### src/shared/ssm_pkg.sv
package ssm_pkg;

    // ****************************************************************
    // Register map (APB byte addresses)
    // ****************************************************************
    localparam logic [7:0] SSM_OFF_CONFIG = 8'h00;
    localparam logic [7:0] SSM_OFF_ERRIN = 8'h04;
    localparam logic [7:0] SSM_OFF_POSOUT = 8'h08;
    localparam logic [7:0] SSM_OFF_POINT = 8'h0C;
    localparam logic [7:0] SSM_OFF_HIST = 8'h10;
    localparam logic [7:0] SSM_OFF_FBSUM = 8'h14;
    localparam logic [7:0] SSM_OFF_CMDSUM = 8'h18;
    localparam logic [7:0] SSM_OFF_LOAD = 8'h1C;
    localparam logic [7:0] SSM_OFF_IRQ_STAT = 8'h20;
    localparam logic [7:0] SSM_OFF_IRQ_EN = 8'h24;
    localparam logic [7:0] SSM_OFF_IRQ_CLR = 8'h28;
    localparam logic [7:0] SSM_OFF_STATUS = 8'h2C;

    // ****************************************************************
    // Field positions and reset values
    // ****************************************************************
    localparam int SSM_CFG_POL_BIT = 0;
    localparam int SSM_CFG_CNT_LSB = 4;
    localparam int SSM_CFG_REGEN_LSB = 8;
    localparam int SSM_CFG_INERTIA_LSB = 16;
    localparam logic [31:0] SSM_CFG_RESET = 32'h0064_0061;
    localparam int SSM_POINT_BITS = 6;
    localparam int SSM_HIST_DEPTH = 14;
    localparam int SSM_IRQ_BITS = 3;
    localparam int SSM_IRQ_ERR = 0;
    localparam int SSM_IRQ_FB_OVF = 1;
    localparam int SSM_IRQ_CMD_OVF = 2;
    localparam logic signed [32:0] SSM_SUM_MAX = 33'sh0_7FFF_FFFF;
    localparam logic [7:0] SSM_REGEN_TRIP_PCT = 8'h64;

    // ****************************************************************
    // Timing
    // ****************************************************************
    localparam int SSM_CLK_HZ = 10000000;
    localparam int SSM_LONG_PRESS_S = 5;
    localparam int SSM_LONG_PRESS_CYC = SSM_CLK_HZ * SSM_LONG_PRESS_S;
    localparam int SSM_FLASH_CYC = 2500000;

    // Synchronised console keys
    typedef struct packed {
        logic up;
        logic down;
        logic set;
    } ssm_keys_t;

    // Console display state
    typedef enum logic [1:0] {
        SSM_DISP_STEADY = 2'b00,
        SSM_DISP_FLASH_ON = 2'b01,
        SSM_DISP_FLASH_OFF = 2'b10
    } ssm_disp_t;

endpackage : ssm_pkg

### src/core/ssm_status_monitor.sv
// Notes on behaviour
// - Point number is six bits from inputs 16..1B, 16 weight 1, 1B weight 32.
// - Present position drives outputs 10..15 with output 10 as LSB.
// - Polarity 1: closed contact asserts a bit; polarity 0: open asserts it.
// - Point-input count setting limits how many select inputs are used.
// - Fast jog minus, fast jog plus and homing codes follow the count setting.
// - Keep the 14 latest error codes; up and down keys step through them.
// - Codes 11, 13, 36, 37, 39, 93 and 95 never enter the history.
// - Display flashes while an error is present.
// - Regen load percent, 100 at trip; valid only when regen select is 0 or 1.
// - Overload factor is present load as percent of rated load.
// - Inertia readout is the inertia setting unchanged.
// - Signed pulse sums from power-on within +/-2147483647, overflow beyond.
// - Holding set about 5 seconds clears the pulse sums.
// - Automatic motor recognition indicator is always on.
// - Point inputs and position outputs are monitored under hex signal numbers.
//
// The implementer's own choices: the address map and the APB slave port.
module ssm_status_monitor
    import ssm_pkg::*;
#(
    parameter int LONG_PRESS_CYC = SSM_LONG_PRESS_CYC,
    parameter int FLASH_CYC = SSM_FLASH_CYC
)
(
    // Clock and reset
    input wire logic CLK_I,
    input wire logic RST_B_I,
    // APB slave
    input wire logic PSEL_I,
    input wire logic PENABLE_I,
    input wire logic PWRITE_I,
    input wire logic [7:0] PADDR_I,
    input wire logic [31:0] PWDATA_I,
    output logic [31:0] PRDATA_O,
    output logic PREADY_O,
    output logic PSLVERR_O,
    // Contacts, keys and pulse events
    input wire logic [5:0] POINT_CONTACT_I,
    input wire logic KEY_UP_I,
    input wire logic KEY_DOWN_I,
    input wire logic KEY_SET_I,
    input wire logic FB_PULSE_I,
    input wire logic FB_DIR_NEG_I,
    input wire logic CMD_PULSE_I,
    input wire logic CMD_DIR_NEG_I,
    // Monitor outputs
    output logic [5:0] POSITION_OUT_O,
    output logic [5:0] POINT_NUM_O,
    output logic JOG_FAST_NEG_O,
    output logic JOG_FAST_POS_O,
    output logic HOMING_CMD_O,
    output logic DISPLAY_FLASH_O,
    output logic MOTOR_RECOG_O,
    output logic IRQ_O
);

    // ****************************************************************
    // Input synchronisers (three stages, accept when stages 2 and 3 agree)
    // ****************************************************************
    logic [8:0] raw_w;
    logic [8:0] s1_r, s2_r, s3_r, clean_r;
    assign raw_w = {KEY_SET_I, KEY_DOWN_I, KEY_UP_I, POINT_CONTACT_I};

    // Contacts and keys are asynchronous; the agreement also filters glitches
    always_ff @(posedge CLK_I or negedge RST_B_I)
    begin
        if (!RST_B_I)
        begin
            s1_r <= '0;
            s2_r <= '0;
            s3_r <= '0;
            clean_r <= '0;
        end
        else
        begin
            s1_r <= raw_w;
            s2_r <= s1_r;
            s3_r <= s2_r;
            clean_r <= (s2_r & s3_r) | (clean_r & (s2_r | s3_r));
        end
    end

    ssm_keys_t keys_w, keys_q_r;
    assign keys_w = '{up: clean_r[6], down: clean_r[7], set: clean_r[8]};

    // ****************************************************************
    // Configuration and register decode
    // ****************************************************************
    logic [31:0] cfg_r, load_r, irq_en_r, err_in_r;
    logic [5:0] pos_r;
    logic wr_w, rd_w;
    logic pol_w;
    logic [2:0] cnt_w;
    logic [7:0] regen_sel_w;
    logic [15:0] inertia_w;
    assign wr_w = PSEL_I & PENABLE_I & PWRITE_I;
    assign rd_w = PSEL_I & ~PWRITE_I & ~PENABLE_I;
    assign pol_w = cfg_r[SSM_CFG_POL_BIT];
    assign cnt_w = cfg_r[SSM_CFG_CNT_LSB +: 3];
    assign regen_sel_w = cfg_r[SSM_CFG_REGEN_LSB +: 8];
    assign inertia_w = cfg_r[SSM_CFG_INERTIA_LSB +: 16];

    // ****************************************************************
    // Point number decode
    // ****************************************************************
    logic [5:0] asserted_w, mask_w, point_w, top_w;
    assign asserted_w = pol_w ? clean_r[5:0] : ~clean_r[5:0];
    assign mask_w = 6'(7'h40 >> (3'h6 - ((cnt_w > 3'h6) ? 3'h6 : cnt_w))) - 6'h01;
    assign point_w = asserted_w & mask_w;
    assign top_w = mask_w; // Highest code of the enabled range
    // Reserved top three codes carry fast jog and homing
    logic jneg_w, jpos_w, home_w;
    assign jneg_w = (point_w == top_w - 6'h02) && (mask_w != 6'h00);
    assign jpos_w = (point_w == top_w - 6'h01) && (mask_w != 6'h00);
    assign home_w = (point_w == top_w) && (mask_w != 6'h00);

    // ****************************************************************
    // Error history
    // ****************************************************************
    logic [7:0] hist_r [SSM_HIST_DEPTH];
    logic [3:0] hist_cnt_r, hist_sel_r;
    logic [7:0] err_prev_r;
    logic err_new_w, recordable_w;
    logic [7:0] code_w;
    assign code_w = err_in_r[7:0];
    // Power and storage faults are not logged
    assign recordable_w = !(code_w inside {8'h0B, 8'h0D, 8'h24, 8'h25, 8'h27, 8'h5D, 8'h5F});
    assign err_new_w = (code_w != 8'h00) && (code_w != err_prev_r) && recordable_w;

    // Shift register keeps newest at entry 0
    genvar gi;
    generate
        for (gi = 0; gi < SSM_HIST_DEPTH; gi++)
        begin : g_hist
            always_ff @(posedge CLK_I or negedge RST_B_I)
            begin
                if (!RST_B_I)
                    hist_r[gi] <= '0;
                else if (err_new_w)
                    hist_r[gi] <= (gi == 0) ? code_w : hist_r[(gi == 0) ? 0 : gi - 1];
            end
        end
    endgenerate

    // Count held entries and key stepping of selection
    always_ff @(posedge CLK_I or negedge RST_B_I)
    begin
        if (!RST_B_I)
        begin
            hist_cnt_r <= '0;
            hist_sel_r <= '0;
            err_prev_r <= '0;
            keys_q_r <= '0;
        end
        else
        begin
            err_prev_r <= code_w;
            keys_q_r <= keys_w;
            if (err_new_w && hist_cnt_r < 4'(SSM_HIST_DEPTH))
                hist_cnt_r <= hist_cnt_r + 4'h1;
            if (keys_w.up && !keys_q_r.up && hist_sel_r < 4'(SSM_HIST_DEPTH - 1))
                hist_sel_r <= hist_sel_r + 4'h1;
            else if (keys_w.down && !keys_q_r.down && hist_sel_r != 4'h0)
                hist_sel_r <= hist_sel_r - 4'h1;
        end
    end

    // ****************************************************************
    // Flashing display while an error is active
    // ****************************************************************
    ssm_disp_t disp_r;
    logic [31:0] flash_cnt_r;
    always_ff @(posedge CLK_I or negedge RST_B_I)
    begin
        if (!RST_B_I)
        begin
            disp_r <= SSM_DISP_STEADY;
            flash_cnt_r <= '0;
        end
        else
        begin
            flash_cnt_r <= (flash_cnt_r >= 32'(FLASH_CYC - 1)) ? '0 : flash_cnt_r + 32'h1;
            case (disp_r)
                SSM_DISP_STEADY: if (code_w != 8'h00) disp_r <= SSM_DISP_FLASH_ON;
                SSM_DISP_FLASH_ON, SSM_DISP_FLASH_OFF:
                    if (code_w == 8'h00)
                        disp_r <= SSM_DISP_STEADY;
                    else if (flash_cnt_r == '0)
                        disp_r <= (disp_r == SSM_DISP_FLASH_ON) ? SSM_DISP_FLASH_OFF
                                                                 : SSM_DISP_FLASH_ON;
                default: disp_r <= SSM_DISP_STEADY;
            endcase
        end
    end

    // ****************************************************************
    // Pulse sums with long-press clear
    // ****************************************************************
    logic signed [31:0] fb_sum_r, cmd_sum_r;
    logic fb_ovf_r, cmd_ovf_r;
    logic [31:0] press_cnt_r;
    logic long_clr_w;
    logic signed [32:0] fb_nxt, cmd_nxt;
    assign long_clr_w = keys_w.set && (press_cnt_r == 32'(LONG_PRESS_CYC - 1));
    assign fb_nxt = 33'(fb_sum_r) + (FB_DIR_NEG_I ? -33'sd1 : 33'sd1);
    assign cmd_nxt = 33'(cmd_sum_r) + (CMD_DIR_NEG_I ? -33'sd1 : 33'sd1);
    logic fb_out_w, cmd_out_w;
    assign fb_out_w = FB_PULSE_I && (fb_nxt > SSM_SUM_MAX || fb_nxt < -SSM_SUM_MAX);
    assign cmd_out_w = CMD_PULSE_I && (cmd_nxt > SSM_SUM_MAX || cmd_nxt < -SSM_SUM_MAX);

    // Sums saturate at the range edge; overflow holds until clear
    always_ff @(posedge CLK_I or negedge RST_B_I)
    begin
        if (!RST_B_I)
        begin
            press_cnt_r <= '0;
            fb_sum_r <= '0;
            cmd_sum_r <= '0;
            fb_ovf_r <= 1'b0;
            cmd_ovf_r <= 1'b0;
        end
        else
        begin
            press_cnt_r <= !keys_w.set ? '0 : (long_clr_w ? press_cnt_r : press_cnt_r + 32'h1);
            if (long_clr_w && !keys_q_r.set == 1'b0 && press_cnt_r != '1)
            begin
                fb_sum_r <= '0;
                cmd_sum_r <= '0;
                fb_ovf_r <= fb_out_w; // Set wins over clear
                cmd_ovf_r <= cmd_out_w;
            end
            else
            begin
                if (FB_PULSE_I && !fb_out_w)
                    fb_sum_r <= 32'(fb_nxt);
                if (CMD_PULSE_I && !cmd_out_w)
                    cmd_sum_r <= 32'(cmd_nxt);
                fb_ovf_r <= fb_ovf_r | fb_out_w;
                cmd_ovf_r <= cmd_ovf_r | cmd_out_w;
            end
        end
    end

    // ****************************************************************
    // Interrupt status: set wins over clear
    // ****************************************************************
    logic [SSM_IRQ_BITS-1:0] irq_stat_r, irq_ev_w, irq_clr_w;
    assign irq_ev_w = {cmd_out_w, fb_out_w, err_new_w};
    assign irq_clr_w = (wr_w && PADDR_I == SSM_OFF_IRQ_CLR) ? PWDATA_I[SSM_IRQ_BITS-1:0] : '0;

    // ****************************************************************
    // APB registers and outputs
    // ****************************************************************
    logic [31:0] rd_mux_w;
    logic [7:0] regen_pct_w;
    // Regen readout reads zero when the selection makes it meaningless
    assign regen_pct_w = (regen_sel_w <= 8'h01) ? load_r[7:0] : 8'h00;
    always_comb
    begin
        case (PADDR_I)
            SSM_OFF_CONFIG: rd_mux_w = cfg_r;
            SSM_OFF_ERRIN: rd_mux_w = err_in_r;
            SSM_OFF_POSOUT: rd_mux_w = {26'h0, pos_r};
            SSM_OFF_POINT: rd_mux_w = {20'h0, 4'(hist_cnt_r), 2'h0, point_w};
            SSM_OFF_HIST: rd_mux_w = {20'h0, hist_sel_r, hist_r[hist_sel_r]};
            SSM_OFF_FBSUM: rd_mux_w = fb_sum_r;
            SSM_OFF_CMDSUM: rd_mux_w = cmd_sum_r;
            // Overload byte, regen byte, inertia half
            SSM_OFF_LOAD: rd_mux_w = {inertia_w, regen_pct_w, load_r[15:8]};
            SSM_OFF_IRQ_STAT: rd_mux_w = {29'h0, irq_stat_r};
            SSM_OFF_IRQ_EN: rd_mux_w = irq_en_r;
            SSM_OFF_STATUS: rd_mux_w = {28'h0, 1'b1, cmd_ovf_r, fb_ovf_r, disp_r != SSM_DISP_STEADY};
            default: rd_mux_w = 32'h0000_0000;
        endcase
    end

    // Register writes, read data capture and output flops
    always_ff @(posedge CLK_I or negedge RST_B_I)
    begin
        if (!RST_B_I)
        begin
            cfg_r <= SSM_CFG_RESET;
            load_r <= '0;
            err_in_r <= '0;
            pos_r <= '0;
            irq_en_r <= '0;
            irq_stat_r <= '0;
            PRDATA_O <= '0;
            PREADY_O <= 1'b0;
            PSLVERR_O <= 1'b0;
            POSITION_OUT_O <= '0;
            POINT_NUM_O <= '0;
            JOG_FAST_NEG_O <= 1'b0;
            JOG_FAST_POS_O <= 1'b0;
            HOMING_CMD_O <= 1'b0;
            DISPLAY_FLASH_O <= 1'b0;
            MOTOR_RECOG_O <= 1'b0;
            IRQ_O <= 1'b0;
        end
        else
        begin
            if (wr_w && PADDR_I == SSM_OFF_CONFIG) cfg_r <= PWDATA_I;
            if (wr_w && PADDR_I == SSM_OFF_LOAD) load_r <= PWDATA_I;
            if (wr_w && PADDR_I == SSM_OFF_ERRIN) err_in_r <= PWDATA_I;
            if (wr_w && PADDR_I == SSM_OFF_POSOUT) pos_r <= PWDATA_I[5:0];
            if (wr_w && PADDR_I == SSM_OFF_IRQ_EN) irq_en_r <= {29'h0, PWDATA_I[2:0]};
            irq_stat_r <= (irq_stat_r & ~irq_clr_w) | irq_ev_w;
            if (rd_w) PRDATA_O <= rd_mux_w;
            PREADY_O <= PSEL_I & ~PENABLE_I; // No wait states
            PSLVERR_O <= 1'b0;
            POSITION_OUT_O <= pos_r;
            POINT_NUM_O <= point_w;
            JOG_FAST_NEG_O <= jneg_w;
            JOG_FAST_POS_O <= jpos_w;
            HOMING_CMD_O <= home_w;
            DISPLAY_FLASH_O <= (disp_r == SSM_DISP_FLASH_ON);
            MOTOR_RECOG_O <= 1'b1;
            IRQ_O <= |(irq_stat_r & irq_en_r[2:0]);
        end
    end

endmodule : ssm_status_monitor

### config.mk
export PLATFORM = sky130hd
export DESIGN_NAME = ssm_status_monitor
export DESIGN_NICKNAME = d
export VERILOG_FILES = /design/src/shared/ssm_pkg.sv /design/src/core/ssm_status_monitor.sv
export SDC_FILE = /design/constraint.sdc
export NUM_CORES = 1
export LEC_CHECK = 0
export ABC_AREA = 1
export CORE_ASPECT_RATIO = 0.5
export CORE_MARGIN = 1
export CORE_UTILIZATION = 45
export DETAILED_ROUTE_END_ITERATION = 8
export DONT_BUFFER_PORTS = 1
export GPL_ROUTABILITY_DRIVEN = 0
export REMOVE_ABC_BUFFERS = 1
export SLEW_MARGIN = 20
export SYNTH_ARGS = -nofsm -noshare
export SYNTH_HDL_FRONTEND = slang
export SYNTH_SLANG_ARGS = --single-unit
### constraint.sdc
create_clock -name CLK_I -period 2.9 [get_ports CLK_I]
set_clock_uncertainty 0.05 [all_clocks]
set_input_delay 0.29 -clock CLK_I [delete_from_list [all_inputs] [get_ports CLK_I]]
set_output_delay 0.29 -clock CLK_I [all_outputs]
set_load 0.005 [all_outputs]
==> run_results.csv <==
group,metric,value,unit
floorplanning,die_h,170,um
sta,relSlewSlack,-0.161,
synthesis,synth_top_area_cell,"dfrtp_1",
floorplanning,io_pins,110,
layout,antenna_cells,0,
power,irDropWorstVdd,0.650,mV
clock_tree,clockBufferDepth,3,
sta,final_max_slew_viol_count,139,
synthesis,synth_top_flop_cell,"dfrtp_1",
detailed_routing,antenna_left,0,
layout,nNetsFinal,3765,
detailed_routing,vias,23272,
grt,antenna_found_initial,0,
worst_setup_path,startpoint_type,"register",
synthesis,synth_cells,3403,
sta,final.min_clock_period,3030,ps
floorplanning,core,55700,um^2
floorplanning,start_util,0.457,
outcome,outcome,"finished, violations left",
synthesis,yosys-top-cells-count,"980 x nand2_1, 453 x inv_1, 436 x dfrtp_1",
hold_path,hp-class,"primary input to async pin",
power,power.leakage,14.9,nW
sta,hold_slack,-650,ps
worst_setup_path,r2r_slack,-130,ps
outcome,violations,"negative hold slack, max-slew violations, negative setup slack",
place,hpwl,51.8,mm
layout,post-route-util,0.555,
detailed_routing,drt_pass1_iterations,5,
worst_setup_path,critical-path-top-delay-family,"simple AND/OR/NAND/NOR gates",
floorplanning,die_area,57600,um^2
clock_tree,cts.sinks,442,
grt,grt_pass1_vias,21818,
worst_setup_path,rr_worst_depth,19,
worst_setup_path,crit_type,"register to register",
synthesis,yosys.area.top_type_share,0.429,
floorplanning,die_w,338,um
detailed_routing,drc_errors,0,
layout,drive_gt1_frac,0.154,
sta,setup_tns,-3730,ps
floorplanning,rows,61,
synthesis,ys_seq_area_frac,0.435,
synthesis,synth_area_leaders,"dfrtp_1 43%, nand2_1 14%, o21ai_0 6.9%, inv_1 6.7%, ha_1 3.9%",
grt,grt_usage,0.253,
worst_setup_path,worstSetupEndpointType,"register",
worst_setup_path,reg2reg_to,"cmd_sum_r[20]",
clock_tree,cts_tree,"done",
place,dp_slack,-198,ps
worst_setup_path,crit_fanout,6,
clock_tree,clk_latency,600,ps
sta,hold_viol_final,436,
job,max_cap_viol_count,0,
synthesis,ys_warn_count,0,
detailed_routing,routed_wirelength,74.7,mm
grt,grt_max_degree,443,
synthesis,synthArstFlopShare,1.00,
sta,finalCritPeriodShare,1.04,
worst_setup_path,worst-path-buf-inv,2,
detailed_routing,wl_per_cell,16.9,um
sta,worst_slew_pin_slew,1740,ps
worst_setup_path,cp_cell_sequence,"fa_2 > nand2_2 > nand2_1 > nand3_1 > nand2_2 > nand2_1 > nand2_1 > buf_4 > nor2_1 > nand3_1 > nor2_1 > nand3_1 > nor2_1 > nand2_1 > nand3_4 > nand2_8 > buf_12 > nand4_1 > nand2_1",
clock_tree,h-tree-depth,2,
sta,fin_ws,-128,ps
clock_tree,root_buffer,"clkbuf_16",
worst_setup_path,rr_startpoint,"cmd_sum_r[1]",
detailed_routing,vias_per_cell,5.28,
synthesis,synth_seq_cells,442,
synthesis,synth-edff-count,0,
synthesis,synth.distinct_cells,68,
power,total_power,28.4,mW
worst_setup_path,arrival,3460,ps
clock_tree,cts_buffers,42,
grt,grt.overflow.total,0,
synthesis,synth_area,25500,um^2
worst_setup_path,cp_data_required_time,3340,ps
place,portBuffers,0,
grt,grt_pass1_wl,117,mm
worst_setup_path,critPathMostFrequentCell,"nand2_1",
sta,setup_viol,65,
worst_setup_path,slowest_delay,430,ps
layout,area_delta_synth_final,21.4,%
synthesis,synth_most_common_cell,"nand2_1",
power,power_density,918,nW/um^2
detailed_routing,drt_iter0_drc,1976,
worst_setup_path,slowest_stage,"dfrtp_2",
clock_tree,holdBufCountCts,48,
sta,fmax,0.330,GHz
sta,rsz0062_at_grt,"yes",
clock_tree,clk_pin_slew_worst_paths,60,ps
synthesis,syn_avg_cell_area,7.48,um^2
==> cell type report <==
cell class	count	area, um^2
inverters	464	1740
clock buffers	53	1160
fillers	5233	24800
flip-flops and latches	442	11100
clock inverters	22	347
multi-input cells	2393	13200
repair buffers	281	2490
well taps	756	946
==> layout by cell type, fill, tap and decap left out, types with 12 or more instances in the layout <==
| cell type | n |
|---|---|
| a21oi_1 | 86 |
| a21oi_2 | 20 |
| a221oi_1 | 24 |
| a22o_1 | 23 |
| a31oi_1 | 13 |
| buf_12 | 12 |
| buf_4 | 213 |
| clkbuf_16 | 46 |
| conb_1 | 12 |
| dfrtp_1 | 432 |
| dlygate4sd3_1 | 46 |
| ha_1 | 45 |
| ha_4 | 35 |
| inv_1 | 448 |
| nand2_1 | 941 |
| nand2_2 | 50 |
| nand3_1 | 137 |
| nand3_2 | 44 |
| nand3b_1 | 24 |
| nand4_1 | 103 |
| nor2_1 | 225 |
| nor2_2 | 33 |
| nor3_1 | 47 |
| nor4_1 | 18 |
| o21ai_0 | 352 |
| xor2_1 | 29 |
==> sequential cells by signal (all words and copies together) (netlist names), 9 cells and up <==
signal,flops
flash_cnt_r,32
cfg_r,32
hist_r,112
load_r,16
PRDATA_O,32
press_cnt_r,32
fb_sum_r,32
err_in_r,32
s1_r,9
cmd_sum_r,32
s3_r,9
s2_r,9
clean_r,9
==> layer usage <==
| layer | wire length (um) | vias to the layer above | global-route usage |
|---|---|---|---|
| li1 | - | 11552 | - |
| met1 | 34600 | 11071 | 0.350 |
| met2 | 34000 | 527 | 0.412 |
| met3 | 3920 | 122 | 0.0343 |
| met4 | 2140 | 0 | 0.0797 |
| met5 | 0 | - | 0 |
==> cells by family (layout without fill, tap and decap cells) <==
logic type,Yosys count,in the layout,share of synthesized area
compound gates,574,574,0.127
xor+xnor,37,37,0.0133
fa+ha+maj,92,92,0.0452
buf+inv,582,820,0.0897
flops,442,442,0.435
other cells,2,12,0.000295
simple gates,1674,1678,0.289
==> power breakdown <==
part | leakage [nW] | switching, mW | total (mW) | internal (mW)
registers | 5.88 | 0.645 | 7.43 | 6.79
clock network | 0.743 | 2.62 | 6.13 | 3.51
logic | 8.27 | 8.56 | 14.8 | 6.25
==> metrics by stage <==
step,instance area [um^2],hold slack [ps],std cells
after global placement,27600,-47.3,4263
final,30900,-650,4411
after floorplan,25000,-55.6,3295
after detailed placement,27600,-46.1,4263
after CTS,30100,-683,4391
after global routing,30900,-685,4411
==> repair_timing <==
action / in CTS / in global routing
gates cloned: 2 / 8
pin swaps: 14 / 71
setup buffers: 3 / 12
setup endpoints to repair: 66 / 69
gates resized for setup: 53 / 131
endpoints found under the hold margin: 608 / 442
==> worst register-to-register path: stages (launching register included) <==
cell     delay (ps)
dfrtp_2         430
fa_2            410
nand2_2         100
nand2_1          70
nand3_1         140
nand2_2         110
nand2_1          80
nand2_1         100
buf_4           150
nor2_1          140
nand3_1         120
nor2_1          100
nand3_1         100
nor2_1          110
nand2_1          90
nand3_4         140
nand2_8         140
buf_12          170
nand4_1         100
nand2_1          70
==> how the worst max path moves through the flow <==
stage,start,to,slack [ps],cells after the start
3_3_place_gp,cmd_sum_r[8],cmd_sum_r[10],-170,17
2_1_floorplan,press_cnt_r[20],cmd_sum_r[0],-2320,7
6_report,cmd_sum_r[1],cmd_sum_r[20],-130,19
3_5_place_dp,cmd_sum_r[2],cmd_sum_r[6],-200,20
5_1_grt,cmd_sum_r[1],cmd_sum_r[20],-260,21
4_1_cts,fb_sum_r[1],fb_sum_r[0],-20,18
Note: power is estimated with default switching activity, not from simulation.
